==> config.mk <==
export PLATFORM = sky130hd
export DESIGN_NAME = usbc_cfg_ep
export DESIGN_NICKNAME = d
export VERILOG_FILES = /design/src/usbc_pkg.sv /design/src/usbc_cfg_ep.sv /design/src/usbc_ep_ctrl.sv
export VERILOG_INCLUDE_DIRS = /design/src
export SDC_FILE = /design/constraint.sdc
export NUM_CORES = 1
export LEC_CHECK = 0
export ABC_AREA = 1
export BUFFER_PORTS_ARGS = -buffer_cell sky130_fd_sc_hd__buf_4
export CORE_UTILIZATION = 36
export CTS_CLUSTER_SIZE = 10
export DETAILED_ROUTE_END_ITERATION = 7
export SLEW_MARGIN = 0
export SYNTH_ARGS = -nofsm -noshare
export SYNTH_HDL_FRONTEND = slang
export SYNTH_HIERARCHICAL = 1
export SYNTH_SLANG_ARGS = --single-unit
==> constraint.sdc <==
create_clock -name clk_i -period 4.2 [get_ports clk_i]
set_clock_uncertainty 0.15 [all_clocks]
set_input_delay 0.84 -clock clk_i [delete_from_list [all_inputs] [get_ports clk_i]]
set_output_delay 0.84 -clock clk_i [all_outputs]
set_load 0.05 [all_outputs]
==> src/usbc_params.svh <==
`ifndef USBC_PARAMS_SVH
`define USBC_PARAMS_SVH

// ----------------------------------------------------------------------------
// Register byte offsets
// ----------------------------------------------------------------------------
`define USBC_OFS_CFG      8'h00
`define USBC_OFS_PWR      8'h04
`define USBC_OFS_EP_BASE  8'h40
`define USBC_EP_IDX_LSB   2
`define USBC_EP_IDX_W     4

// ----------------------------------------------------------------------------
// General configuration fields
// ----------------------------------------------------------------------------
`define USBC_CFG_EYE      7
`define USBC_CFG_OEMON    6
`define USBC_CFG_SIDL     4
`define USBC_CFG_ASUSP    0
`define USBC_CFG_WMASK    8'hd1
`define USBC_CFG_RESET    8'h00

// ----------------------------------------------------------------------------
// Power control fields
// ----------------------------------------------------------------------------
`define USBC_PWR_SUSP     1
`define USBC_PWR_WMASK    8'h02
`define USBC_PWR_RESET    8'h00

// ----------------------------------------------------------------------------
// Endpoint control fields
// ----------------------------------------------------------------------------
`define USBC_EP_LOWSPEED_DIRECT_EN      7
`define USBC_EP_NORETRY   6
`define USBC_EP_CONDIS    4
`define USBC_EP_RXEN      3
`define USBC_EP_TXEN      2
`define USBC_EP_STALL     1
`define USBC_EP_HSHK      0
`define USBC_EP_WMASK     8'hdd
`define USBC_EP_RESET     8'h00

// ----------------------------------------------------------------------------
// Bus answers
// ----------------------------------------------------------------------------
`define USBC_RESP_OKAY    2'b00
`define USBC_RESP_SLVERR  2'b10
`define USBC_HI_ZERO      24'h000000

`endif

==> src/usbc_pkg.sv <==
package usbc_pkg;

	typedef logic [7:0]  usbc_reg8_t;
	typedef logic [31:0] usbc_word_t;

	typedef enum logic [1:0] {
		USBC_SEL_CFG,
		USBC_SEL_PWR,
		USBC_SEL_EP,
		USBC_SEL_NONE
	} usbc_sel_t;

endpackage

==> src/usbc_cfg_ep.sv <==
// The implementer's own choices: the placing of the registers and the AXI4-Lite interface to the registers.
`timescale 1ns/1ps
`include "usbc_params.svh"

// Functional notes
// - Bits 31..8 and unimplemented bits of all registers read zero.
// - Config bit 7 turns the eye-pattern test on or off.
// - Config bit 6 enables the drive-enable monitor output; clear keeps it inactive.
// - Config bit 4 halts the module while the device is idle.
// - Config bit 0 suspends the module automatically in sleep.
// - Without auto suspend, only the software suspend bit suspends and stops 48 MHz.
// - Host mode: endpoint 0 bit 7 selects direct low-speed, else hub preamble.
// - Host mode: endpoint 0 bit 6 clear retries NAKed transactions in hardware.
// - With transmit and receive enabled, bit 4 set rejects SETUP transfers.
// - Bit 4 is ignored unless transmit and receive are both enabled.
// - Endpoint bit 3 enables reception.
// - Endpoint bit 2 enables transmission.
// - Endpoint bit 1 reports whether the endpoint was stalled.
// - Endpoint bit 0 enables handshakes; clear suppresses them.
module usbc_cfg_ep
	import usbc_pkg::*;
#(
	parameter int NUM_EP = 16,
	parameter int ADDR_W = 8
) (
	// Clock and reset
	input  wire logic              clk_i,
	input  wire logic              rst_n_i,
	input  wire logic              ce_i,
	// AXI4-Lite write address
	input  wire logic              s_axi_awvalid_i,
	output logic                   s_axi_awready_o,
	input  wire logic [ADDR_W-1:0] s_axi_awaddr_i,
	// AXI4-Lite write data
	input  wire logic              s_axi_wvalid_i,
	output logic                   s_axi_wready_o,
	input  wire usbc_word_t        s_axi_wdata_i,
	input  wire logic [3:0]        s_axi_wstrb_i,
	// AXI4-Lite write response
	output logic                   s_axi_bvalid_o,
	input  wire logic              s_axi_bready_i,
	output logic [1:0]             s_axi_bresp_o,
	// AXI4-Lite read address
	input  wire logic              s_axi_arvalid_i,
	output logic                   s_axi_arready_o,
	input  wire logic [ADDR_W-1:0] s_axi_araddr_i,
	// AXI4-Lite read data
	output logic                   s_axi_rvalid_o,
	input  wire logic              s_axi_rready_i,
	output usbc_word_t             s_axi_rdata_o,
	output logic [1:0]             s_axi_rresp_o,
	// Power manager and engine status
	input  wire logic              idle_i,
	input  wire logic              sleep_i,
	input  wire logic              host_mode_i,
	input  wire logic              phy_drive_i,
	input  wire logic [NUM_EP-1:0] stall_sent_i,
	// Module control
	output logic                   eye_pattern_test_o,
	output logic                   drive_enable_monitor_o,
	output logic                   module_halt_o,
	output logic                   suspend_o,
	output logic                   clk48_enable_o,
	// Host mode endpoint 0 control
	output logic                   lowspeed_direct_o,
	output logic                   preamble_needed_o,
	output logic                   nak_retry_o,
	// Per endpoint control
	output logic [NUM_EP-1:0]      ep_rx_en_o,
	output logic [NUM_EP-1:0]      ep_tx_en_o,
	output logic [NUM_EP-1:0]      ep_setup_ok_o,
	output logic [NUM_EP-1:0]      ep_handshake_en_o
);

	// ------------------------------------------------------------------------
	// Parameter check
	// ------------------------------------------------------------------------
	if (NUM_EP < 1 || NUM_EP > 16 || ADDR_W < 8) begin : g_bad_param
		$error("usbc_cfg_ep: NUM_EP must be 1..16 and ADDR_W at least 8");
	end

	// ------------------------------------------------------------------------
	// Declarations
	// ------------------------------------------------------------------------
	usbc_reg8_t              cfg;
	usbc_reg8_t              pwr;
	usbc_reg8_t              ep_ctl [NUM_EP];
	logic [NUM_EP-1:0]       ep_wr;
	logic [ADDR_W-1:0]       aw_addr;
	logic                    aw_full;
	usbc_reg8_t              w_byte;
	logic                    w_lane0;
	logic                    w_full;
	logic                    wr_go;
	usbc_sel_t               wr_sel;
	logic [`USBC_EP_IDX_W-1:0] wr_idx;
	usbc_sel_t               rd_sel;
	logic [`USBC_EP_IDX_W-1:0] rd_idx;
	usbc_reg8_t              rd_byte;
	logic                    next_suspend;

	// ------------------------------------------------------------------------
	// Address decode
	// ------------------------------------------------------------------------
	function automatic usbc_sel_t decode(input logic [ADDR_W-1:0] addr);
		logic [ADDR_W-1:0] base;
		logic [ADDR_W-1:0] span;
		base = ADDR_W'(`USBC_OFS_EP_BASE);
		span = ADDR_W'(NUM_EP) << `USBC_EP_IDX_LSB;
		if (addr[1:0] != 2'b00) begin
			decode = USBC_SEL_NONE;
		end else if (addr == ADDR_W'(`USBC_OFS_CFG)) begin
			decode = USBC_SEL_CFG;
		end else if (addr == ADDR_W'(`USBC_OFS_PWR)) begin
			decode = USBC_SEL_PWR;
		end else if (addr >= base && addr < base + span) begin
			decode = USBC_SEL_EP;
		end else begin
			decode = USBC_SEL_NONE;
		end
	endfunction

	assign wr_sel = decode(aw_addr);
	assign rd_sel = decode(s_axi_araddr_i);
	assign wr_idx = aw_addr[`USBC_EP_IDX_LSB +: `USBC_EP_IDX_W];
	assign rd_idx = s_axi_araddr_i[`USBC_EP_IDX_LSB +: `USBC_EP_IDX_W];

	// ------------------------------------------------------------------------
	// Write channels, taken in either order
	// ------------------------------------------------------------------------
	assign s_axi_awready_o = ce_i && !aw_full && !s_axi_bvalid_o;
	assign s_axi_wready_o  = ce_i && !w_full && !s_axi_bvalid_o;
	assign wr_go           = ce_i && aw_full && w_full && !s_axi_bvalid_o;

	always_ff @(posedge clk_i or negedge rst_n_i) begin
		if (!rst_n_i) begin
			aw_full <= 1'b0;
			aw_addr <= '0;
		end else if (s_axi_awvalid_i && s_axi_awready_o) begin
			aw_full <= 1'b1;
			aw_addr <= s_axi_awaddr_i;
		end else if (wr_go) begin
			aw_full <= 1'b0;
		end
	end

	always_ff @(posedge clk_i or negedge rst_n_i) begin
		if (!rst_n_i) begin
			w_full  <= 1'b0;
			w_byte  <= '0;
			w_lane0 <= 1'b0;
		end else if (s_axi_wvalid_i && s_axi_wready_o) begin
			w_full  <= 1'b1;
			w_byte  <= s_axi_wdata_i[7:0];
			w_lane0 <= s_axi_wstrb_i[0];
		end else if (wr_go) begin
			w_full <= 1'b0;
		end
	end

	always_ff @(posedge clk_i or negedge rst_n_i) begin
		if (!rst_n_i) begin
			s_axi_bvalid_o <= 1'b0;
			s_axi_bresp_o  <= `USBC_RESP_OKAY;
		end else if (wr_go) begin
			s_axi_bvalid_o <= 1'b1;
			s_axi_bresp_o  <= (wr_sel == USBC_SEL_NONE) ? `USBC_RESP_SLVERR
				: `USBC_RESP_OKAY;
		end else if (ce_i && s_axi_bready_i) begin
			s_axi_bvalid_o <= 1'b0;
		end
	end

	// ------------------------------------------------------------------------
	// Configuration and power registers
	// ------------------------------------------------------------------------
	always_ff @(posedge clk_i or negedge rst_n_i) begin
		if (!rst_n_i) begin
			cfg <= `USBC_CFG_RESET;
		end else if (wr_go && w_lane0 && wr_sel == USBC_SEL_CFG) begin
			cfg <= w_byte & `USBC_CFG_WMASK;
		end
	end

	always_ff @(posedge clk_i or negedge rst_n_i) begin
		if (!rst_n_i) begin
			pwr <= `USBC_PWR_RESET;
		end else if (wr_go && w_lane0 && wr_sel == USBC_SEL_PWR) begin
			pwr <= w_byte & `USBC_PWR_WMASK;
		end
	end

	// ------------------------------------------------------------------------
	// Endpoint registers
	// ------------------------------------------------------------------------
	for (genvar i = 0; i < NUM_EP; i++) begin : g_ep
		assign ep_wr[i] = wr_go && w_lane0 && wr_sel == USBC_SEL_EP &&
			wr_idx == `USBC_EP_IDX_W'(i);

		usbc_ep_ctrl u_ep (
			.clk_i        (clk_i),
			.rst_n_i      (rst_n_i),
			.ce_i         (ce_i),
			.wr_en_i      (ep_wr[i]),
			.wdata_i      (w_byte),
			.ctrl_o       (ep_ctl[i]),
			.stall_sent_i (stall_sent_i[i]),
			.setup_ok_o   (ep_setup_ok_o[i])
		);

		always_ff @(posedge clk_i or negedge rst_n_i) begin
			if (!rst_n_i) begin
				ep_rx_en_o[i]        <= 1'b0;
				ep_tx_en_o[i]        <= 1'b0;
				ep_handshake_en_o[i] <= 1'b0;
			end else if (ce_i) begin
				ep_rx_en_o[i]        <= ep_ctl[i][`USBC_EP_RXEN];
				ep_tx_en_o[i]        <= ep_ctl[i][`USBC_EP_TXEN];
				ep_handshake_en_o[i] <= ep_ctl[i][`USBC_EP_HSHK];
			end
		end
	end

	// ------------------------------------------------------------------------
	// Read channel
	// ------------------------------------------------------------------------
	assign s_axi_arready_o = ce_i && !s_axi_rvalid_o;

	always_comb begin
		case (rd_sel)
			USBC_SEL_CFG: rd_byte = cfg;
			USBC_SEL_PWR: rd_byte = pwr;
			USBC_SEL_EP:  rd_byte = ep_ctl[rd_idx];
			default:      rd_byte = '0;
		endcase
	end

	always_ff @(posedge clk_i or negedge rst_n_i) begin
		if (!rst_n_i) begin
			s_axi_rvalid_o <= 1'b0;
			s_axi_rdata_o  <= '0;
			s_axi_rresp_o  <= `USBC_RESP_OKAY;
		end else if (s_axi_arvalid_i && s_axi_arready_o) begin
			s_axi_rvalid_o <= 1'b1;
			s_axi_rdata_o  <= {`USBC_HI_ZERO, rd_byte};
			s_axi_rresp_o  <= (rd_sel == USBC_SEL_NONE) ? `USBC_RESP_SLVERR
				: `USBC_RESP_OKAY;
		end else if (ce_i && s_axi_rready_i) begin
			s_axi_rvalid_o <= 1'b0;
		end
	end

	// ------------------------------------------------------------------------
	// Module control outputs
	// ------------------------------------------------------------------------
	assign next_suspend = pwr[`USBC_PWR_SUSP] ||
		(cfg[`USBC_CFG_ASUSP] && sleep_i);

	always_ff @(posedge clk_i or negedge rst_n_i) begin
		if (!rst_n_i) begin
			eye_pattern_test_o     <= 1'b0;
			drive_enable_monitor_o <= 1'b0;
			module_halt_o          <= 1'b0;
			suspend_o              <= 1'b0;
			clk48_enable_o         <= 1'b1;
		end else if (ce_i) begin
			eye_pattern_test_o     <= cfg[`USBC_CFG_EYE];
			drive_enable_monitor_o <= cfg[`USBC_CFG_OEMON] && phy_drive_i;
			module_halt_o          <= cfg[`USBC_CFG_SIDL] && idle_i;
			suspend_o              <= next_suspend;
			clk48_enable_o         <= !next_suspend;
		end
	end

	// ------------------------------------------------------------------------
	// Host mode endpoint 0 control
	// ------------------------------------------------------------------------
	always_ff @(posedge clk_i or negedge rst_n_i) begin
		if (!rst_n_i) begin
			lowspeed_direct_o <= 1'b0;
			preamble_needed_o <= 1'b0;
			nak_retry_o       <= 1'b0;
		end else if (ce_i) begin
			lowspeed_direct_o <= host_mode_i && ep_ctl[0][`USBC_EP_LOWSPEED_DIRECT_EN];
			preamble_needed_o <= host_mode_i && !ep_ctl[0][`USBC_EP_LOWSPEED_DIRECT_EN];
			nak_retry_o       <= host_mode_i && !ep_ctl[0][`USBC_EP_NORETRY];
		end
	end
endmodule

==> src/usbc_ep_ctrl.sv <==
`timescale 1ns/1ps
`include "usbc_params.svh"

module usbc_ep_ctrl
	import usbc_pkg::*;
(
	// Clock and reset
	input  wire logic       clk_i,
	input  wire logic       rst_n_i,
	input  wire logic       ce_i,
	// Register access
	input  wire logic       wr_en_i,
	input  wire usbc_reg8_t wdata_i,
	output usbc_reg8_t      ctrl_o,
	// Engine side
	input  wire logic       stall_sent_i,
	output logic            setup_ok_o
);

	usbc_reg8_t ctrl;
	logic       stalled;

	// ------------------------------------------------------------------------
	// Software fields
	// ------------------------------------------------------------------------
	always_ff @(posedge clk_i or negedge rst_n_i) begin
		if (!rst_n_i) begin
			ctrl <= `USBC_EP_RESET;
		end else if (ce_i && wr_en_i) begin
			ctrl <= wdata_i & `USBC_EP_WMASK;
		end
	end

	// ------------------------------------------------------------------------
	// Sticky stall flag, set wins over clear
	// ------------------------------------------------------------------------
	always_ff @(posedge clk_i or negedge rst_n_i) begin
		if (!rst_n_i) begin
			stalled <= 1'b0;
		end else if (ce_i) begin
			if (stall_sent_i) begin
				stalled <= 1'b1;
			end else if (wr_en_i && !wdata_i[`USBC_EP_STALL]) begin
				stalled <= 1'b0;
			end
		end
	end

	// ------------------------------------------------------------------------
	// Setup acceptance
	// ------------------------------------------------------------------------
	always_ff @(posedge clk_i or negedge rst_n_i) begin
		if (!rst_n_i) begin
			setup_ok_o <= 1'b0;
		end else if (ce_i) begin
			setup_ok_o <= ctrl[`USBC_EP_RXEN] && !(ctrl[`USBC_EP_CONDIS] &&
				ctrl[`USBC_EP_TXEN] && ctrl[`USBC_EP_RXEN]);
		end
	end

	always_comb begin
		ctrl_o                 = ctrl;
		ctrl_o[`USBC_EP_STALL] = stalled;
	end

endmodule

Word-level counts from Yosys, hierarchy flattened:

Index checks and enable logic that the tools add are counted.

* output and inout bits: 113
* register bits: 222
* bits of input ports: 80

* equal/unequal tests: 23
* magnitude comparators: 5
* reductions and logical operators: 189
* muxes and demuxes: 53
* bitwise gates (word level): 1

Operator list (count)
* 1-bit logical AND: 121
* 2-bit nonzero test: 22
* 1-bit 2-to-1 mux: 41
* 8-bit binary-select mux with 4-bit select: 1
* 4-bit == test, second input constant: 8
* 2-bit AND reduction: 16
* 1-bit zero test: 24
* 8-bit case mux with 3 select lines: 1
* 4-bit by 3-bit == test with 1-bit output, second input constant: 4
* 8-bit by 3-bit == test with 1-bit output, second input constant: 2
* 8-bit by 7-bit >= comparator with 1-bit output, second input constant: 2
* 8-bit zero test: 2
* 8-bit < comparator, second input constant: 2
* 2-bit 2-to-1 mux: 8
* 8-bit 2-to-1 mux: 2
* 2-bit == test, second input constant: 4
* 4-bit by 2-bit == test with 1-bit output, second input constant: 2
* 5-bit >= comparator, second input constant: 1
* 4-bit inverter with 5-bit output: 1
* 2-bit by 1-bit == test with 1-bit output, second input constant: 2
* 4-bit by 1-bit == test with 1-bit output, second input constant: 1
* 2-bit zero test: 2
* 4-bit zero test: 1
* 1-bit logical OR: 1

Logic depth before layout (Yosys ltp):

* depth in word-level cells: 12
* gate-level depth with buffers: 11
* depth with buffers taken out: 10

Modules after synthesis:

The synthesis kept the hierarchy.

Modules (own cells, without submodules)
* usbc_ep_ctrl: area an instance 347.8 µm², times used 16, cells each 42, seq. area each 200.2 µm²
* usbc_cfg_ep: area an instance 5296.3 µm², times used 1, cells each 732, seq. area each 2303.5 µm²

Least setup slack after synthesis:

No wires, ideal clock.

* path type: input port to output port
* start: in ce_i
* end: out s_axi_arready_o
* slack: 1525 ps
* stages: 3
* data required time: 3210 ps
* data arrival time: 1685 ps
* cell sequence: buf_6 -> inv_4 -> nor2_1

* cells in the longest elaborated chain, start to end: 1

Ends and longest elaborated chain
* from (decl): line usbc_cfg_ep.sv:29 `input wire logic ce_i,`
* 1-bit logical AND: line usbc_cfg_ep.sv:227 `assign s_axi_arready_o = ce_i && !s_axi_rvalid_o;`
* to (decl): line usbc_cfg_ep.sv:45 `output logic s_axi_arready_o,`

No other way between the ends.

Worst setup path after layout:

Ends and elaborated chain as after synthesis.

==> metrics.txt <==
Final GP Congestion=about 0.84; via count of the first global-routing pass=approximately 8,600; setup_tns=0 ps; Final Hold Vio Count=0; crit end category=output port; global-route wire length before repair=between 40,000 and 50,000 um; share of layout cells above drive strength 1=between 10 and 15%; Leakage=slightly below 7 nW; r2r worst-path depth=10; most frequent cells in the layout=nand2_1, dfrtp_1, nand3_1; final core occ=42.2%; CP Class=primary input to output port; Die Area=30,800 um2; nets@finish=between 1,500 and 2,000; R2R Path End=g_ep[8].u_ep/ctrl[6]; Tcrit/Tclk final=about 73%; wire per inst=around 16 um; Core Area=roughly 30,000 um2; GRT Total Usage=19.5%; Via-to-Cell Ratio=around 5; TritonCTS clock tree=built; reg2reg start=aw_addr[4]; post-CTS setup buffer count=0; initial antenna violation count=0; class of the tightest hold or removal check=primary input to async pin; crit path buf inv count=4; Worst Tran Pin Value=between 1000 and 1500 ps; crit-path most repeated cell=buf_4; DRC=0; clock slew at reported path FFs=about 50 ps; Worst EP required=~3200 ps; Max H-tree Level=1; slowest CP cell=buf_4; gr ovfl total=0; syn avg cell area=a little under 8 um2; cell count after synthesis=around 1,400; worst setup margin=1140 ps; Worst VDD drop=around 0.33 mV; min cycle time layout=3060 ps; Slew HR=30.0%; Initial Util=between 30% and 40%; drt initial violations=about 770; maximum clock insertion buffer count=3; outcome=completed; max cap viols=0; Placed Instances=around 1,800; Startpoint Class=primary input; leading cell type in the layout, fill and taps excluded=nand2_1; setup slack, reg-to-reg=~1300 ps; RSZ-0062 raised after global routing=false; Max Transition Viols Final=0; Final ANT Viol Nets=0; DP HPWL=roughly 20,000 um; Synthesis Warnings=6; DRT Wirelength=a little under 30,000 um; CP Max Fanout=slightly below 80; critical-path cell list=buf_6 -> inv_4 -> buf_4 -> nor2_1 -> buf_4; post-CTS sizing=0; Area Growth Syn to Fin=15.7%; Die Span X=roughly 180 um; cell family with most CP delay=buffers and inverters; CTS buffer count=26; Placement Rows=63; Post-Syn Area=10,800 um2; largest net degree at the start of global routing=213; # port buffers=about 140; Power Density=between 400 and 500 nW/um2; hold-fix buffers at CTS=0; clk root buf=clkbuf_16; Vert. Die Dim=roughly 180 um; Top Ports=slightly below 200; post-place setup slack=~1000 ps; Diodes inserted=0; CP Data Arrival Time=between 2000 and 2500 ps; via count=between 9,000 and 10,000; Skew-Pair Late Insertion Delay=between 500 and 600 ps; Non-Filler Instances=roughly 1,900; hold slack final=about 160 ps; Sinks on Clock Net=approximately 220; # setup viols final=0; Max stage delay on crit path=approximately 620 ps; DR pass1 iterations=5; Peak Freq=approximately 330 MHz
[worst max-delay path by stage]
stage	slack, ps	cells past startpoint	endpoint	start
floorplan	1530	3	s_axi_arready_o	ce_i
global placement	1070	8	s_axi_rdata_o[6]	ce_i
detailed placement	1030	8	s_axi_rdata_o[1]	ce_i
CTS	1130	5	s_axi_arready_o	ce_i
global route	1050	5	s_axi_arready_o	ce_i
finish	1140	5	s_axi_arready_o	ce_i
[per-layer routing]
metal	up-vias	wire, um	track usage (%)
met2	288	13400	30.4
met5	-	0	0
met1	4321	14000	28.6
met4	0	648	4.60
met3	47	1600	2.77
li1	4469	-	-
[stage by stage]
stage                     power, W  cell area, um2
after global placement     0.00367           11800
after floorplan            0.00324           10900
final                      0.00569           12500
after global routing       0.00593           12500
after detailed placement   0.00369           11800
after CTS                  0.00573           12500
[sequential cells by signal, summed over array words and instances (netlist names), 8 cells and up]
register and count:
aw_addr 8, g_ep.u_ep/ctrl 96, ep_tx_en_o 16, ep_rx_en_o 16, g_ep.u_ep/stalled 16, g_ep.u_ep/setup_ok_o 16
ep_handshake_en_o 16, s_axi_rdata_o 8
[power by group]
group | total, W | internal (W) | switching, W
clock | 0.00203 | 0.00118 | 0.000849
combinational | 0.000993 | 0.000301 | 0.000693
sequential | 0.00267 | 0.00227 | 0.000395
total | 0.00569 | 0.00375 | 0.00194
[area by class of cell]
type | count | area [um2]
multi-input combinational | 1005 | 4350
clock inverter | 2 | 10.0
tap | 390 | 488
fill | 3071 | 17100
inverter | 77 | 297
sequential | 219 | 5480
clock buffer | 39 | 731
timing repair buffer | 146 | 1160
[worst reg2reg max path: stages, from the launching register on]
cell	delay, ps
dfrtp_1	390
inv_1	140
nand2_1	190
o21ai_1	170
nand3_1	160
nor2_4	190
nand4_2	260
nor2_1	570
nand2_1	320
nand2_1	160
nand2_1	70
(Power assumes the default switching activity.)
